<file path="src/hdl/spo_pkg.sv">
// Constants and state type for the suspend pin override block
package spo_pkg;
    localparam int NCODE = 13;              // tx, pins 0-9, status a, b
    localparam int IDX_TX = 0;
    localparam int IDX_PIN0 = 1;
    localparam int IDX_STAT_A = 11;
    localparam int IDX_STAT_B = 12;
    localparam logic [NCODE-1:0][7:0] CODE_RST = {
        8'h1a, 8'h0a, 8'h02, 8'h02, 8'h00, 8'h00, 8'h03,
        8'h03, 8'h03, 8'h03, 8'h03, 8'h00, 8'h02};
    localparam logic [7:0]  RPT_PINCFG = 8'h65;
    localparam logic [7:0]  RPT_LANG = 8'h67;
    localparam logic [7:0]  RPT_LOCK = 8'h68;
    localparam logic [4:0]  PC_CODE_LAST = 5'h0d;
    localparam logic [4:0]  PC_LVL_LO = 5'h0e;
    localparam logic [4:0]  PC_LVL_HI = 5'h0f;
    localparam logic [4:0]  PC_BEH_LO = 5'h10;
    localparam logic [4:0]  PC_BEH_HI = 5'h11;
    localparam logic [15:0] LANG_RST = 16'h0409;
    localparam logic [7:0]  LOCK_RST = 8'h00;
    localparam logic [15:0] LVL_MASK = 16'h3ccf;
    localparam logic [15:0] BEH_MASK = 16'hbccf;
    localparam int OVR_BIT = 15;
    localparam logic [9:0][3:0] PIN_BIT = {4'hd, 4'hc, 4'hb, 4'ha, 4'h7,
                                          4'h6, 4'h3, 4'h2, 4'h1, 4'h0};
    localparam logic [9:0]  ALT_OUT = 10'h13b;
    localparam logic [2:0]  CFG_IN = 3'h0;
    localparam logic [2:0]  CFG_OD = 3'h1;
    localparam logic [2:0]  CFG_PP = 3'h2;
    localparam logic [2:0]  CFG_ALT_OD = 3'h3;
    localparam logic [2:0]  CFG_ALT_PP = 3'h4;
    localparam logic [1:0]  DRV_OD = 2'h1;
    localparam logic [1:0]  DRV_PP = 2'h2;
    localparam logic [2:0]  FXN_SUSPEND = 3'h1;

    typedef struct packed {
        logic [NCODE-1:0][7:0] code;
        logic [15:0]           lvl;
        logic [15:0]           beh;
        logic [15:0]           lang;
        logic [7:0]            lock_req;
        logic                  lock_on;
        logic                  lock_seen;
        logic [7:0]            rid;
        logic [4:0]            idx;
        logic [7:0]            rdata;
        logic                  rvalid;
        logic [9:0]            gpio_o;
        logic [9:0]            gpio_oe;
        logic [9:0]            gpio_in;
        logic                  tx_o;
        logic                  tx_oe;
        logic                  stat_a_o;
        logic                  stat_a_oe;
        logic                  stat_b_o;
        logic                  stat_b_oe;
        logic                  rx_data;
    } spo_state_t;
endpackage

</file>
<file path="src/hdl/spo_top.sv">
// Suspend pin override, pin configuration and control report handling
`timescale 1ns/10ps
`default_nettype none
// How it works
// - Without override, pins keep pre-suspend outputs throughout suspend.
// - Override in suspend: pins follow suspend level and behaviour bits.
// - Under override, a clock-configured pin 0 stops and drives low.
// - Under override, an RS-485 direction pin 1 or 3 stays deasserted.
// - Pins 0-3, 4-5, 6-9 map to bits 3:0, 7:6, 13:10; rest reserved, except behaviour bit 15, the override.
// - Receive pin is always serial data input, never reconfigured.
// - Pin configuration codes take their fixed defaults at reset.
// - Language report: id 0x67, then low byte, then high byte.
// - Language code reads 0x0409 until the host writes another.
// - Lock report: id 0x68, bit 0 of byte 1 requests lock.
// - A lock request only takes effect after the next reset.
// - Status function 001 is high in suspend; the inverted one complements.
module spo_top #(
    parameter int NPIN = 10
) (
    input  wire logic            clk_sys,     // system clock, 200 MHz
    input  wire logic            rstn,        // asynchronous reset
    input  wire logic            ce,          // clock enable
    input  wire logic            usb_suspended, // USB suspend level
    input  wire logic            usb_bus_rst, // USB bus reset level
    input  wire logic            usb_configured, // device configured
    input  wire logic            lock_strap,  // stored lock request
    output logic                 lock_req_nv, // lock request to store
    output logic                 lock_active, // configuration locked
    input  wire logic            rpt_sof,     // first byte of a report
    input  wire logic            rpt_wr,      // byte written by host
    input  wire logic [7:0]      rpt_wdata,   // written byte
    input  wire logic            rpt_rd,      // byte read by host
    output logic [7:0]           rpt_rdata,   // read byte
    output logic                 rpt_rvalid,  // read byte valid
    output logic [15:0]          language_code, // current language code
    input  wire logic [NPIN-1:0] gpio_drive,  // plain output values
    input  wire logic            pin0_clock_out, // clock for pin 0
    input  wire logic            rts_n,       // request to send
    input  wire logic            dtr_n,       // data terminal ready
    input  wire logic            rs485_de,    // RS-485 direction enable
    input  wire logic            transmit_activity_toggle, // tx activity
    input  wire logic            receive_activity_toggle,  // rx activity
    input  wire logic            tx_data,     // serial data to send
    input  wire logic [NPIN-1:0] gpio_i,      // pin levels
    output logic [NPIN-1:0]      gpio_o,      // pin output levels
    output logic [NPIN-1:0]      gpio_oe,     // pin output enables
    output logic [NPIN-1:0]      gpio_in,     // sampled pin levels
    output logic                 tx_o,        // transmit pin level
    output logic                 tx_oe,       // transmit pin enable
    input  wire logic            rx_pin,      // receive pin
    output logic                 rx_data,     // serial data received
    output logic                 usb_status_out_a, // status pin a level
    output logic                 usb_status_out_a_oe, // status a enable
    output logic                 usb_status_out_b, // status pin b level
    output logic                 usb_status_out_b_oe  // status b enable
);
    spo_pkg::spo_state_t st;
    spo_pkg::spo_state_t next_st;
    logic [NPIN-1:0] alt_src;
    logic [NPIN-1:0] pin_nx_o;
    logic [NPIN-1:0] pin_nx_oe;

    // Status pin level for a function code; code 000 asserts only on pin a
    function automatic logic stat_level(input logic [2:0] fxn,
                                        input logic is_b,
                                        input logic susp,
                                        input logic brst,
                                        input logic cfgd);
        logic lv;
        lv = 1'b0;
        case (fxn[1:0])
            2'h0: lv = is_b ? 1'b0 : (susp | brst);
            2'h1: lv = susp;
            2'h2: lv = susp | !cfgd;
            2'h3: lv = brst;
            default: lv = 1'b0;
        endcase
        if (fxn[2] && fxn[1:0] != 2'h0)
        begin
            lv = !lv;
        end
        return lv;
    endfunction

    always_comb
    begin
        alt_src = '0;
        alt_src[0] = pin0_clock_out;
        alt_src[1] = rts_n;
        alt_src[3] = rs485_de;
        alt_src[4] = transmit_activity_toggle;
        alt_src[5] = receive_activity_toggle;
        alt_src[8] = dtr_n;
    end

    for (genvar g = 0; g < NPIN; g++)
    begin : g_pin
        spo_pin_drive #(
            .PIN       (g)
        ) u_pin (
            .cfg       (st.code[spo_pkg::IDX_PIN0 + g][2:0]),
            .gpio_val  (gpio_drive[g]),
            .alt_src   (alt_src[g]),
            .dir_src   (rs485_de),
            .suspended (usb_suspended),
            .override  (st.beh[spo_pkg::OVR_BIT]),
            .lvl       (st.lvl[spo_pkg::PIN_BIT[g]]),
            .beh       (st.beh[spo_pkg::PIN_BIT[g]]),
            .cur_o     (st.gpio_o[g]),
            .cur_oe    (st.gpio_oe[g]),
            .next_o    (pin_nx_o[g]),
            .next_oe   (pin_nx_oe[g])
        );
    end

    always_comb
    begin
        logic [7:0] rb;
        logic       lv;
        rb = 8'h00;
        lv = 1'b0;
        next_st = st;
        next_st.gpio_o = pin_nx_o;
        next_st.gpio_oe = pin_nx_oe;
        next_st.gpio_in = gpio_i;
        next_st.rx_data = rx_pin;
        // Lock is sampled once after reset, so a later write waits for reset
        if (!st.lock_seen)
        begin
            next_st.lock_on = lock_strap;
            next_st.lock_seen = 1'b1;
        end
        next_st.rvalid = 1'b0;
        if (rpt_wr && rpt_sof)
        begin
            next_st.rid = rpt_wdata;
            next_st.idx = 5'h01;
        end
        else if (rpt_wr)
        begin
            case (st.rid)
                spo_pkg::RPT_LANG:
                begin
                    if (st.idx == 5'h01)
                        next_st.lang[7:0] = rpt_wdata;
                    if (st.idx == 5'h02)
                        next_st.lang[15:8] = rpt_wdata;
                end
                spo_pkg::RPT_LOCK:
                begin
                    if (st.idx == 5'h01)
                        next_st.lock_req = rpt_wdata;
                end
                spo_pkg::RPT_PINCFG:
                begin
                    if (!st.lock_on)
                    begin
                        if (st.idx != 5'h00 && st.idx <= spo_pkg::PC_CODE_LAST)
                            next_st.code[4'(st.idx - 5'h01)] = rpt_wdata;
                        if (st.idx == spo_pkg::PC_LVL_LO)
                            next_st.lvl[7:0] = rpt_wdata
                                             & spo_pkg::LVL_MASK[7:0];
                        if (st.idx == spo_pkg::PC_LVL_HI)
                            next_st.lvl[15:8] = rpt_wdata
                                              & spo_pkg::LVL_MASK[15:8];
                        if (st.idx == spo_pkg::PC_BEH_LO)
                            next_st.beh[7:0] = rpt_wdata
                                             & spo_pkg::BEH_MASK[7:0];
                        if (st.idx == spo_pkg::PC_BEH_HI)
                            next_st.beh[15:8] = rpt_wdata
                                              & spo_pkg::BEH_MASK[15:8];
                    end
                end
                default: ;
            endcase
            if (st.idx != 5'h1f)
                next_st.idx = st.idx + 5'h01;
        end
        else if (rpt_rd)
        begin
            case (st.rid)
                spo_pkg::RPT_LANG:
                    rb = (st.idx == 5'h01) ? st.lang[7:0]
                       : (st.idx == 5'h02) ? st.lang[15:8] : 8'h00;
                spo_pkg::RPT_LOCK:
                    rb = (st.idx == 5'h01) ? st.lock_req : 8'h00;
                spo_pkg::RPT_PINCFG:
                begin
                    if (st.idx != 5'h00 && st.idx <= spo_pkg::PC_CODE_LAST)
                        rb = st.code[4'(st.idx - 5'h01)];
                    else if (st.idx == spo_pkg::PC_LVL_LO)
                        rb = st.lvl[7:0];
                    else if (st.idx == spo_pkg::PC_LVL_HI)
                        rb = st.lvl[15:8];
                    else if (st.idx == spo_pkg::PC_BEH_LO)
                        rb = st.beh[7:0];
                    else if (st.idx == spo_pkg::PC_BEH_HI)
                        rb = st.beh[15:8];
                end
                default: rb = 8'h00;
            endcase
            next_st.rdata = rb;
            next_st.rvalid = 1'b1;
            if (st.idx != 5'h1f)
                next_st.idx = st.idx + 5'h01;
        end
        // Transmit pin: open drain releases on a one bit
        next_st.tx_o = 1'b0;
        next_st.tx_oe = 1'b0;
        if (st.code[spo_pkg::IDX_TX][1:0] == spo_pkg::DRV_OD)
            next_st.tx_oe = !tx_data;
        else if (st.code[spo_pkg::IDX_TX][1:0] == spo_pkg::DRV_PP)
        begin
            next_st.tx_o = tx_data;
            next_st.tx_oe = 1'b1;
        end
        lv = stat_level(st.code[spo_pkg::IDX_STAT_A][4:2], 1'b0,
                        usb_suspended, usb_bus_rst, usb_configured);
        next_st.stat_a_o = 1'b0;
        next_st.stat_a_oe = 1'b0;
        if (st.code[spo_pkg::IDX_STAT_A][1:0] == spo_pkg::DRV_OD)
            next_st.stat_a_oe = !lv;
        else if (st.code[spo_pkg::IDX_STAT_A][1:0] == spo_pkg::DRV_PP)
        begin
            next_st.stat_a_o = lv;
            next_st.stat_a_oe = 1'b1;
        end
        lv = stat_level(st.code[spo_pkg::IDX_STAT_B][4:2], 1'b1,
                        usb_suspended, usb_bus_rst, usb_configured);
        next_st.stat_b_o = 1'b0;
        next_st.stat_b_oe = 1'b0;
        if (st.code[spo_pkg::IDX_STAT_B][1:0] == spo_pkg::DRV_OD)
            next_st.stat_b_oe = !lv;
        else if (st.code[spo_pkg::IDX_STAT_B][1:0] == spo_pkg::DRV_PP)
        begin
            next_st.stat_b_o = lv;
            next_st.stat_b_oe = 1'b1;
        end
    end

    always_ff @(posedge clk_sys or negedge rstn)
    begin
        if (!rstn)
        begin
            st <= '0;
            st.code <= spo_pkg::CODE_RST;
            st.lang <= spo_pkg::LANG_RST;
            st.lock_req <= spo_pkg::LOCK_RST;
        end
        else if (ce)
        begin
            st <= next_st;
        end
    end

    assign lock_req_nv = st.lock_req[0];
    assign lock_active = st.lock_on;
    assign rpt_rdata = st.rdata;
    assign rpt_rvalid = st.rvalid;
    assign language_code = st.lang;
    assign gpio_o = st.gpio_o;
    assign gpio_oe = st.gpio_oe;
    assign gpio_in = st.gpio_in;
    assign tx_o = st.tx_o;
    assign tx_oe = st.tx_oe;
    assign rx_data = st.rx_data;
    assign usb_status_out_a = st.stat_a_o;
    assign usb_status_out_a_oe = st.stat_a_oe;
    assign usb_status_out_b = st.stat_b_o;
    assign usb_status_out_b_oe = st.stat_b_oe;
endmodule
`default_nettype wire

</file>
<file path="src/hdl/spo_pin_drive.sv">
// Next output level and enable of one general-purpose pin
`timescale 1ns/10ps
`default_nettype none
module spo_pin_drive #(
    parameter int PIN = 0
) (
    input  wire logic [2:0] cfg,        // pin configuration code
    input  wire logic       gpio_val,   // plain output value
    input  wire logic       alt_src,    // alternate function value
    input  wire logic       dir_src,    // RS-485 direction enable
    input  wire logic       suspended,  // USB suspend level
    input  wire logic       override,   // suspend override enable
    input  wire logic       lvl,        // suspend level bit
    input  wire logic       beh,        // suspend behaviour bit
    input  wire logic       cur_o,      // present output level
    input  wire logic       cur_oe,     // present output enable
    output logic            next_o,     // next output level
    output logic            next_oe     // next output enable
);
    logic alt;
    logic od;
    logic val;
    logic clk_fn;
    logic dir_fn;

    always_comb
    begin
        alt = (cfg == spo_pkg::CFG_ALT_OD) || (cfg == spo_pkg::CFG_ALT_PP);
        od = (cfg == spo_pkg::CFG_OD) ||
             (cfg == spo_pkg::CFG_ALT_OD && (PIN == 1 || PIN == 8));
        clk_fn = (PIN == 0) && alt;
        dir_fn = ((PIN == 3) && alt) ||
                 ((PIN == 1) && cfg == spo_pkg::CFG_ALT_PP);
        val = alt ? (dir_fn ? dir_src : alt_src) : gpio_val;
        next_o = 1'b0;
        next_oe = 1'b0;
        if (suspended && !override)
        begin
            next_o = cur_o;
            next_oe = cur_oe;
        end
        else if (suspended)
        begin
            if (clk_fn || dir_fn)
            begin
                next_oe = 1'b1;
            end
            else if (beh)
            begin
                next_o = lvl;
                next_oe = 1'b1;
            end
        end
        else if (cfg == spo_pkg::CFG_IN || cfg > spo_pkg::CFG_ALT_PP ||
                 (alt && !spo_pkg::ALT_OUT[PIN]))
        begin
            next_oe = 1'b0;
        end
        else if (od)
        begin
            next_oe = !val;
        end
        else
        begin
            next_o = val;
            next_oe = 1'b1;
        end
    end
endmodule
`default_nettype wire

</file>
<file path="config.mk">
export PLATFORM = sky130hd
export DESIGN_NAME = spo_top
export DESIGN_NICKNAME = d
export VERILOG_FILES = /design/src/hdl/spo_pkg.sv /design/src/hdl/spo_top.sv /design/src/hdl/spo_pin_drive.sv
export SDC_FILE = /design/constraint.sdc
export NUM_CORES = 1
export LEC_CHECK = 0
export ABC_CLOCK_PERIOD_IN_PS = 3700
export BUFFER_PORTS_ARGS = -buffer_cell sky130_fd_sc_hd__buf_4
export CAP_MARGIN = 10
export CORE_MARGIN = 10
export CORE_UTILIZATION = 36
export DETAILED_ROUTE_END_ITERATION = 10
export GPL_TIMING_DRIVEN = 0
export PLACE_DENSITY = 0.59
export SETUP_SLACK_MARGIN = 0.4
export SLEW_MARGIN = 20
export SYNTH_ARGS = -nofsm -noshare
export SYNTH_HDL_FRONTEND = slang
export SYNTH_SLANG_ARGS = --single-unit
</file>
<file path="constraint.sdc">
create_clock -name clk_sys -period 3.7 [get_ports clk_sys]
set_clock_uncertainty 0.2 [all_clocks]
set_input_delay 0.74 -clock clk_sys [delete_from_list [all_inputs] [get_ports clk_sys]]
set_output_delay 0.74 -clock clk_sys [all_outputs]
set_load 0.02 [all_outputs]
</file>
Yosys cells after proc, flatten, opt, wreduce, memory -nomap -nowiden
Index checks and enable logic that the tools add are counted.
{"block": "classes", "n_reduce_logical": 78, "shifts": 0, "mux": 130, "bitwise": 7, "div_mod_pow": 0, "add_sub_neg": 2, "mul": 0, "n_eq_ne": 52, "order_cmp": 13}
{"operator": "1-bit 2-to-1 mux", "n": 107}
{"operator": "104-bit bitwise mux", "n": 1}
{"operator": "8-bit 2-to-1 mux", "n": 10}
{"operator": "8-bit binary-select mux with 4-bit select", "n": 1}
{"operator": "8-bit demux with 4-bit select", "n": 1}
{"operator": "3-bit by 1-bit equality test with 1-bit output (second input constant)", "n": 10}
{"operator": "3-bit by 2-bit equality test with 1-bit output (second input constant)", "n": 10}
{"operator": "3-bit equality test (second input constant)", "n": 10}
{"operator": "3-bit greater-than comparator (second input constant)", "n": 10}
{"operator": "3-bit logical NOT", "n": 10}
{"operator": "6-bit AND reduction", "n": 5}
{"operator": "1-bit logical OR", "n": 26}
{"operator": "8-bit by 7-bit equality test with 1-bit output (second input constant)", "n": 3}
{"operator": "8-bit case mux with 3 select lines", "n": 1}
{"operator": "1-bit logical NOT", "n": 17}
{"operator": "5-bit 2-to-1 mux", "n": 3}
{"operator": "5-bit AND reduction", "n": 3}
{"operator": "2-bit equality test (second input constant)", "n": 7}
{"operator": "14-bit 2-to-1 mux", "n": 1}
{"operator": "2-bit by 1-bit equality test with 1-bit output (second input constant)", "n": 5}
{"operator": "5-bit by 4-bit equality test with 1-bit output (second input constant)", "n": 2}
{"operator": "5-bit equality test (second input constant)", "n": 2}
{"operator": "1-bit case mux with 4 select lines", "n": 2}
{"operator": "2-bit AND reduction", "n": 4}
{"operator": "other kinds (17)", "n": 31}
{"block": "totals", "output_inout_bits": 64, "latchBits": 0, "inputBits": 46, "mem_count": 0, "mem_bits_ro": 0, "mem_bits_rw": 0, "regBits": 210}

Logic depth before layout (Yosys ltp)
Gate-level depths: netlist of the first run.
{"block": "logic_depth", "word_depth": 10, "ltp_mapped": 13}

By module
Synthesis of the first run repeated with hierarchy kept, for this count alone.
{"block": "hier_totals", "hier_cells": 923, "hier_area_um2": 11339.6}
{"mod": "spo_top", "instances": 1, "cells_per_inst": 794, "area_each_um2": 10422.5}
{"mod": "spo_pin_drive (g_pin[2].u_pin ...)", "instances": 4, "cells_per_inst": 10, "area_each_um2": 73.8}
{"mod": "spo_pin_drive (g_pin[0].u_pin ...)", "instances": 2, "cells_per_inst": 16, "area_each_um2": 108.9}
{"mod": "spo_pin_drive (g_pin[4].u_pin ...)", "instances": 2, "cells_per_inst": 12, "area_each_um2": 85.1}
{"mod": "spo_pin_drive (g_pin[1].u_pin)", "instances": 1, "cells_per_inst": 19, "area_each_um2": 135.1}
{"mod": "spo_pin_drive (g_pin[8].u_pin)", "instances": 1, "cells_per_inst": 14, "area_each_um2": 98.8}

Worst setup path before layout of the first run
Ideal clock, no wire load.
{"block": "synth_timing", "kind": "reg-to-reg", "from": "reg st[46] (netlist bit)", "to": "reg st, in the netlist rpt_rdata[4]", "period_less_slack_ns": 3.330, "path_buffers": 5, "path_stages_with_launch": 12, "arrival_ns": 3.009, "setup_slack_ns": 0.370, "cell_sequence": "dfrtp_1 -> clkbuf_1 -> buf_2 -> buf_2 -> inv_1 -> ha_1 -> clkbuf_1 -> clkbuf_1 -> mux4_2 -> a222oi_1 -> nor2_1 -> o22a_1"}
{"block": "synth_via", "elab_chain_len": 7, "word_cells_on_any_way": 21, "cone_classes": "add/sub: 1; order compare: 1; eq/ne: 6; mux: 11; reduce/logical: 2"}
{"element": "start, declared", "line": "spo_top.sv:57", "source": "spo_pkg::spo_state_t st;"}
{"element": "start signal, assigned", "line": "spo_top.sv:252", "source": "st <= next_st;"}
{"element": "parallel branches: the longest is 6 deep, another holds 4-bit by 1-bit subtractor with 4-bit output"}
{"element": "8-bit case mux with 3 select lines (*)", "line": "spo_top.sv:181", "source": "case (st.rid)"}
Mark *: on every way between the ends. The select of a mux whose other input is x is not followed.
A chain may end at the register's enable or synchronous reset.

Worst setup path in the final report of the first run
{"block": "layout_timing", "from": "reg st[46] (netlist bit)", "to": "reg st[135] (netlist bit)"}
{"block": "layout_via", "elab_chain_len": 6, "word_cells_on_any_way": 11, "cone_classes": "add/sub: 1; order compare: 3; mux: 3; reduce/logical: 4"}
{"element": "4-bit by 1-bit subtractor with 4-bit output", "line": "spo_top.sv:159", "source": "next_st.code[4'(st.idx - 5'h01)] = rpt_wdata;"}
{"element": "4-bit by 5-bit < comparator with 1-bit output (implied by the code) or 4-bit by 1-bit greater-or-equal comparator with 1-bit output (tied branches)", "line": "spo_top.sv:159"}
{"element": "1-bit logical AND (implied by the code)", "line": "spo_top.sv:159"}
{"element": "8-bit 2-to-1 mux (implied by the code)", "line": "spo_top.sv:159"}
{"element": "8-bit demux with 4-bit select", "line": "spo_top.sv:159"}
{"element": "104-bit bitwise mux", "line": "spo_top.sv:159"}
Several ways; a longest one is shown, not always the timed one.

==> results of run 1 <==
## per-stage QoR
step,instances,instance area [um^2]
after global placement,1401,12000
after floorplan,908,10800
after detailed placement,1403,12100
after CTS,1452,13100
after global routing,1459,13200
final,1459,13200
## repair_timing
item,in CTS,in global routing
pin swaps,1,6
resized for setup,42,17
hold endpoints to repair,17,0
hold buffers,1,0
buffers inserted,7,7
endpoints found under the setup margin,149,127
## per-layer routing
| layer | GRT usage (%) | share of wire (%) | up-vias |
|---|---|---|---|
| met5 | 0 | 0 | - |
| met1 | 20.6 | 42 | 3972 |
| met3 | 2.90 | 5.5 | 46 |
| met4 | 4.41 | 2.2 | 0 |
| li1 | - | - | 3549 |
| met2 | 28.5 | 50 | 206 |
## logic make-up after synthesis
kind of cell	Yosys count	synth area share (%)
DFF	210	49.0
and+or+nand+nor	204	10.6
muxes	202	23.5
AOI/OAI and AO/OA	158	9.36
buffers and inverters	122	6.28
xor gates and xnor gates	6	0.488
adders and majority gates	6	0.697
## state kept, by name, indices dropped and copies added (netlist names)
name and flops:
language_code 16, gpio_in 10, usb_status_out_a 1, tx_o 1, st 146, tx_oe 1, usb_status_out_b 1, lock_req_nv 1
usb_status_out_a_oe 1, rx_data 1, gpio_oe 10, rpt_rdata 8, usb_status_out_b_oe 1, gpio_o 10, rpt_rvalid 1, lock_active 1
## area by class of cell
type,count,area share (%)
buffer,106,5.25
clock inverter,8,0.494
sequential,210,40.1
timing repair buffer,120,7.31
inverter,16,0.484
tap,390,3.70
clock buffer,33,5.03
multi-input combinational,576,37.6
## where the power goes
part	switching (mW)	leakage (nW)	internal, mW
combinational	0.903	2.91	0.558
sequential	0.0509	2.77	2.38
clock	0.919	0.367	1.31
total	1.87	6.05	4.24
## critical path: stages (launching register included)
cell and delay (ns):
dfrtp_1 0.38, buf_4 0.19, buf_12 0.14, buf_12 0.15, clkinvlp_4 0.13, ha_4 0.21
or3b_1 0.20, o311ai_2 0.16, nor4_1 0.32, buf_4 0.18, buf_4 0.15, nand3_2 0.31
mux2_2 0.40
## how the worst min path moves through the flow
stage / start / end / depth (start not counted) / slack [ns]
finish: gpio_i[4] / gpio_in[4]$_DFFE_PN0P_ / 2 / 0.26
global route: gpio_i[7] / gpio_in[7]$_DFFE_PN0P_ / 2 / 0.25
CTS: gpio_i[7] / gpio_in[7]$_DFFE_PN0P_ / 2 / 0.25
detailed placement: st[59]$_DFFE_PN0P_ / st[59]$_DFFE_PN0P_ / 1 / 0.26
global placement: st[59]$_DFFE_PN0P_ / st[59]$_DFFE_PN0P_ / 1 / 0.25
floorplan: rstn / gpio_in[0]$_DFFE_PN0P_ / 0 / 0.24
## placed cells by master, fill, tap and decap left out, types with 23 or more instances in the layout
master and n:
dfrtp_1 189, buf_4 172, mux2_2 153, nand2_1 53
o21ai_0 45, nor2_1 41, a21oi_1 37, clkbuf_1 29
mux4_2 24, clkbuf_16 23
==> results.json, run 1 <==
{
  "worstMarginPinSlew_ns": 0.824,
  "drt_wl_total_um": 30900,
  "hold_violations": 0,
  "place_hpwl_um": 22200,
  "slew_headroom_pct": 45.1,
  "hold_ws_ns": 0.264,
  "n_antenna_cell": 0,
  "yosysSeqAreaShare_pct": 49.0,
  "yosys-top-cells-area": "dfrtp_1 (44%), mux2_2 (16%), dfstp_2 (5.1%), mux4_2 (5.0%), buf_4 (3.9%)",
  "root_buffer": "clkbuf_16",
  "ir_worst_vdd_mv": 0.287,
  "cts_tree": "yes",
  "synth_top_area_share_pct": 43.9,
  "post_drt_via_cell_ratio": 5.33,
  "r2r-end": "st[135]$_DFFE_PN0P_",
  "drv_slew": 0,
  "coreArea_um2": 29600,
  "track_usage_pct": 16.4,
  "arrival_ns": 3.44,
  "worstReg2RegStart": "st[46]$_DFFE_PN0P_",
  "initial_core_util_pct": 36.4,
  "synth-edff-count": 0,
  "h-tree-depth": 1,
  "grt_start_max_net_pins": 98,
  "yosys.cell_types.count": 67,
  "path_max_fanout": 10,
  "rows": 63,
  "critPathLaunchType": "flop",
  "status": "complete, no violations",
  "rrSetupSlack_ns": 0.45,
  "crit_end": "st[135]$_DFFE_PN0P_",
  "cts.path.max_buffers": 3,
  "drtIter0Drc": 567,
  "setup_viol": 0,
  "ys_warn_count": 0,
  "max_freq_ghz": 0.308,
  "port-buffer-count": 103,
  "worst_slack_ns": 0.453,
  "nets": 1105,
  "synth.most_common_cell": "dfrtp_1",
  "layout-area-overhead-vs-synth_pct": 22.4,
  "cap_viol_max_count": 0,
  "critical_path_required_ns": 3.89,
  "clk_latency_ns": 0.51,
  "final_util_pct": 44.6,
  "die_area_um2": 37200,
  "worstSetupStartpoint": "st[46]$_DFFE_PN0P_",
  "hp-class": "input pin to flop",
  "place_ws_ns": -0.929,
  "io_pins": 110,
  "ys.flop_type": "dfrtp_1",
  "rsz0062_at_grt": "no",
  "yosysTopAreaCell": "dfrtp_1",
  "cts_num_sinks": 210,
  "chipHeight_um": 193,
  "n_fill_cell": 2731,
  "synth-seq-cells": 210,
  "netlist_instances": 908,
  "cts.reportedPaths.clkPinSlew_ns": 0.06,
  "first_pass_iters": 5,
  "fp.dieW_um": 193,
  "overflow": 0,
  "cp-end-kind": "flop",
  "synth_area_um2": 10800,
  "power.total_mw": 6.12,
  "numCtsBuffers": 23,
  "power.density_nw_per_um2": 464,
  "via_count": 7773,
  "grt_pass1_vias": 7791,
  "final-seq-area_um2": 5280,
  "multi_input_area_um2": 4960,
  "drc": 0,
  "reg2regPathDepth": 12,
  "wl_per_cell_um": 21.2,
  "drive_gt1_share_pct": 42.9,
  "ant_nets": 0,
  "p_leak_nw": 6.05,
  "period_share_pct": 87.8,
  "grt_first_pass_wirelength_um": 47000,
  "finalCriticalPeriod_ns": 3.25,
  "syn_avg_cell_area_um2": 11.9,
  "grt_antenna_before_repair": 0,
  "async_flop_share_pct": 100,
  "syn_nets": 960,
  "tns_ns": 0,
  "gp_congestion": 0.916,
  "crit_type": "flop to flop",
  "yosys-top-cells-count": "dfrtp_1 (189), mux2_2 (153), buf_4 (56)"
}
Note: power is estimated with default switching activity, not from simulation.
==> run 2, diff against run 1 <==
Settings changed: CORE_UTILIZATION 36 to 55, CTS_CLUSTER_SIZE from default to 14, PLACE_DENSITY 0.59 to 0.81.
==> results.json, run 2 (same netlist as run 1, synthesis figures left out) <==
{
  "placed_area_um2": 11900,
  "cap_viol_max_count": 0,
  "final_common_cell": "dfrtp_1",
  "rsz0062_at_grt": "no",
  "layout-area-overhead-vs-synth_pct": 21.2,
  "chipHeight_um": 160,
  "critPathLaunchType": "flop",
  "drtIter0Drc": 715,
  "slew_headroom_pct": 50.7,
  "hold_violations": 0,
  "gp_congestion": 0.986,
  "grt_antenna_before_repair": 0,
  "grt_first_pass_wirelength_um": 46400,
  "clk_latency_ns": 0.52,
  "p_leak_nw": 6.11,
  "cp-end-kind": "flop",
  "crit_type": "flop to flop",
  "die_area_um2": 25600,
  "grt_pass1_vias": 8059,
  "power.total_mw": 6.25,
  "cts.path.max_buffers": 3,
  "min_from": "gpio_i[2]",
  "grtUsageMet1_pct": 28.5,
  "root_buffer": "clkbuf_16",
  "ir_worst_vdd_mv": 0.332,
  "drt_wl_total_um": 30100,
  "ant_nets": 0,
  "port-buffer-count": 103,
  "path_max_fanout": 10,
  "setup_viol": 0,
  "fp.dieW_um": 160,
  "numCtsBuffers": 23,
  "n_antenna_cell": 0,
  "drv_slew": 0,
  "rows": 51,
  "initial_core_util_pct": 55.7,
  "n_fill_cell": 1399,
  "period_share_pct": 86.2,
  "grt_start_max_net_pins": 101,
  "design_area_um2": 13100,
  "grt_busiest_layer": "met2",
  "io_pins": 110,
  "drive_gt1_share_pct": 42.8,
  "wl_per_cell_um": 22.5,
  "tns_ns": 0,
  "largest-register": "st",
  "critical_path_required_ns": 3.94,
  "drc": 0,
  "met2_usage_pct": 37.8,
  "power.density_nw_per_um2": 478,
  "coreArea_um2": 19300,
  "worstSetupStartpoint": "st[46]$_DFFE_PN0P_",
  "status": "complete, no violations",
  "nets": 1108,
  "h-tree-depth": 1,
  "cts_num_sinks": 210,
  "largest_reg_flops": 146,
  "finalCriticalPeriod_ns": 3.19,
  "post_drt_via_cell_ratio": 6.03,
  "hp-class": "input pin to flop",
  "via_count": 8071,
  "track_usage_pct": 22.6,
  "arrival_ns": 3.43,
  "worstReg2RegStart": "st[46]$_DFFE_PN0P_",
  "worstMarginPinSlew_ns": 0.739,
  "first_pass_iters": 5,
  "overflow": 0,
  "cts_tree": "yes",
  "place_hpwl_um": 21400,
  "max_freq_ghz": 0.313,
  "final_cell_mix": "dfrtp_1 (189), buf_4 (174), mux2_2 (153), nand2_1 (53), o21ai_0 (45)",
  "cts.reportedPaths.clkPinSlew_ns": 0.07,
  "use_met3_pct": 4.27
}
==> run 2: worst max-delay path: stages, from the launching register on <==
cell and delay (ns):
dfrtp_1 0.39, buf_6 0.14, buf_12 0.14, buf_12 0.15, inv_1 0.15, ha_1 0.16
clkbuf_4 0.22, or4b_2 0.71, nor2_4 0.23, buf_4 0.16, a22oi_1 0.06, nor2_1 0.12
a21oi_1 0.08, a31oi_1 0.18
==> run 2: final timing paths <==
kind / slack (ns) / cells after the start / endpoint
min in group asynchronous: 0.52 / 2 / usb_status_out_b$_DFFE_PN0P_
max in group asynchronous: 1.97 / 3 / language_code[3]$_DFFE_PN1P_
max reg2reg: 0.51 / 13 / rpt_rdata[3]$_DFFE_PN0P_
min: 0.26 / 2 / gpio_in[2]$_DFFE_PN0P_
max: 0.51 / 13 / rpt_rdata[3]$_DFFE_PN0P_
min reg2reg: 0.27 / 1 / st[59]$_DFFE_PN0P_
==> run 2: repair_timing <==
item / CTS / global route
setup buffers: 3 / 14
endpoints found under the setup margin: 133 / 142
hold buffers: 1 / 0
gates resized for setup: 36 / 14
pin swaps: 2 / 4
hold endpoints to repair: 41 / 0
==> run 2: per-layer routing <==
metal | share of wire, % | vias to the layer above
met1 | 40 | 4121
met5 | 0 | -
li1 | - | 3569
met2 | 49 | 318
met4 | 3.9 | 0
met3 | 6.5 | 63
==> run 2: final cells by class <==
type / count / area, um^2 / area share, %
plain buffers: 106 / 691 / 5.29
clock buffers: 32 / 639 / 4.90
clock inverters: 10 / 129 / 0.987
inverters: 16 / 60.1 / 0.460
multi-input cells: 576 / 4930 / 37.7
flip-flops and latches: 210 / 5280 / 40.4
well taps: 265 / 332 / 2.54
repair buffers: 123 / 998 / 7.65
==> run 2: per-stage QoR <==
step	hold WS [ns]	utilization, %	setup slack (ns)	std cells
after detailed placement	0.260	61.8	-0.844	1278
final	0.260	67.5	0.510	1338
after global routing	0.258	67.5	0.371	1338
after floorplan	0.238	-	0.472	908
after global placement	0.256	61.4	-0.823	1276
after CTS	0.254	66.7	0.352	1324
==> run 2: power breakdown <==
part	switching [mW]	leakage (nW)	internal (mW)
clock	0.928	0.382	1.42
sequential	0.0515	2.77	2.38
combinational	0.911	2.96	0.564
total	1.89	6.11	4.35
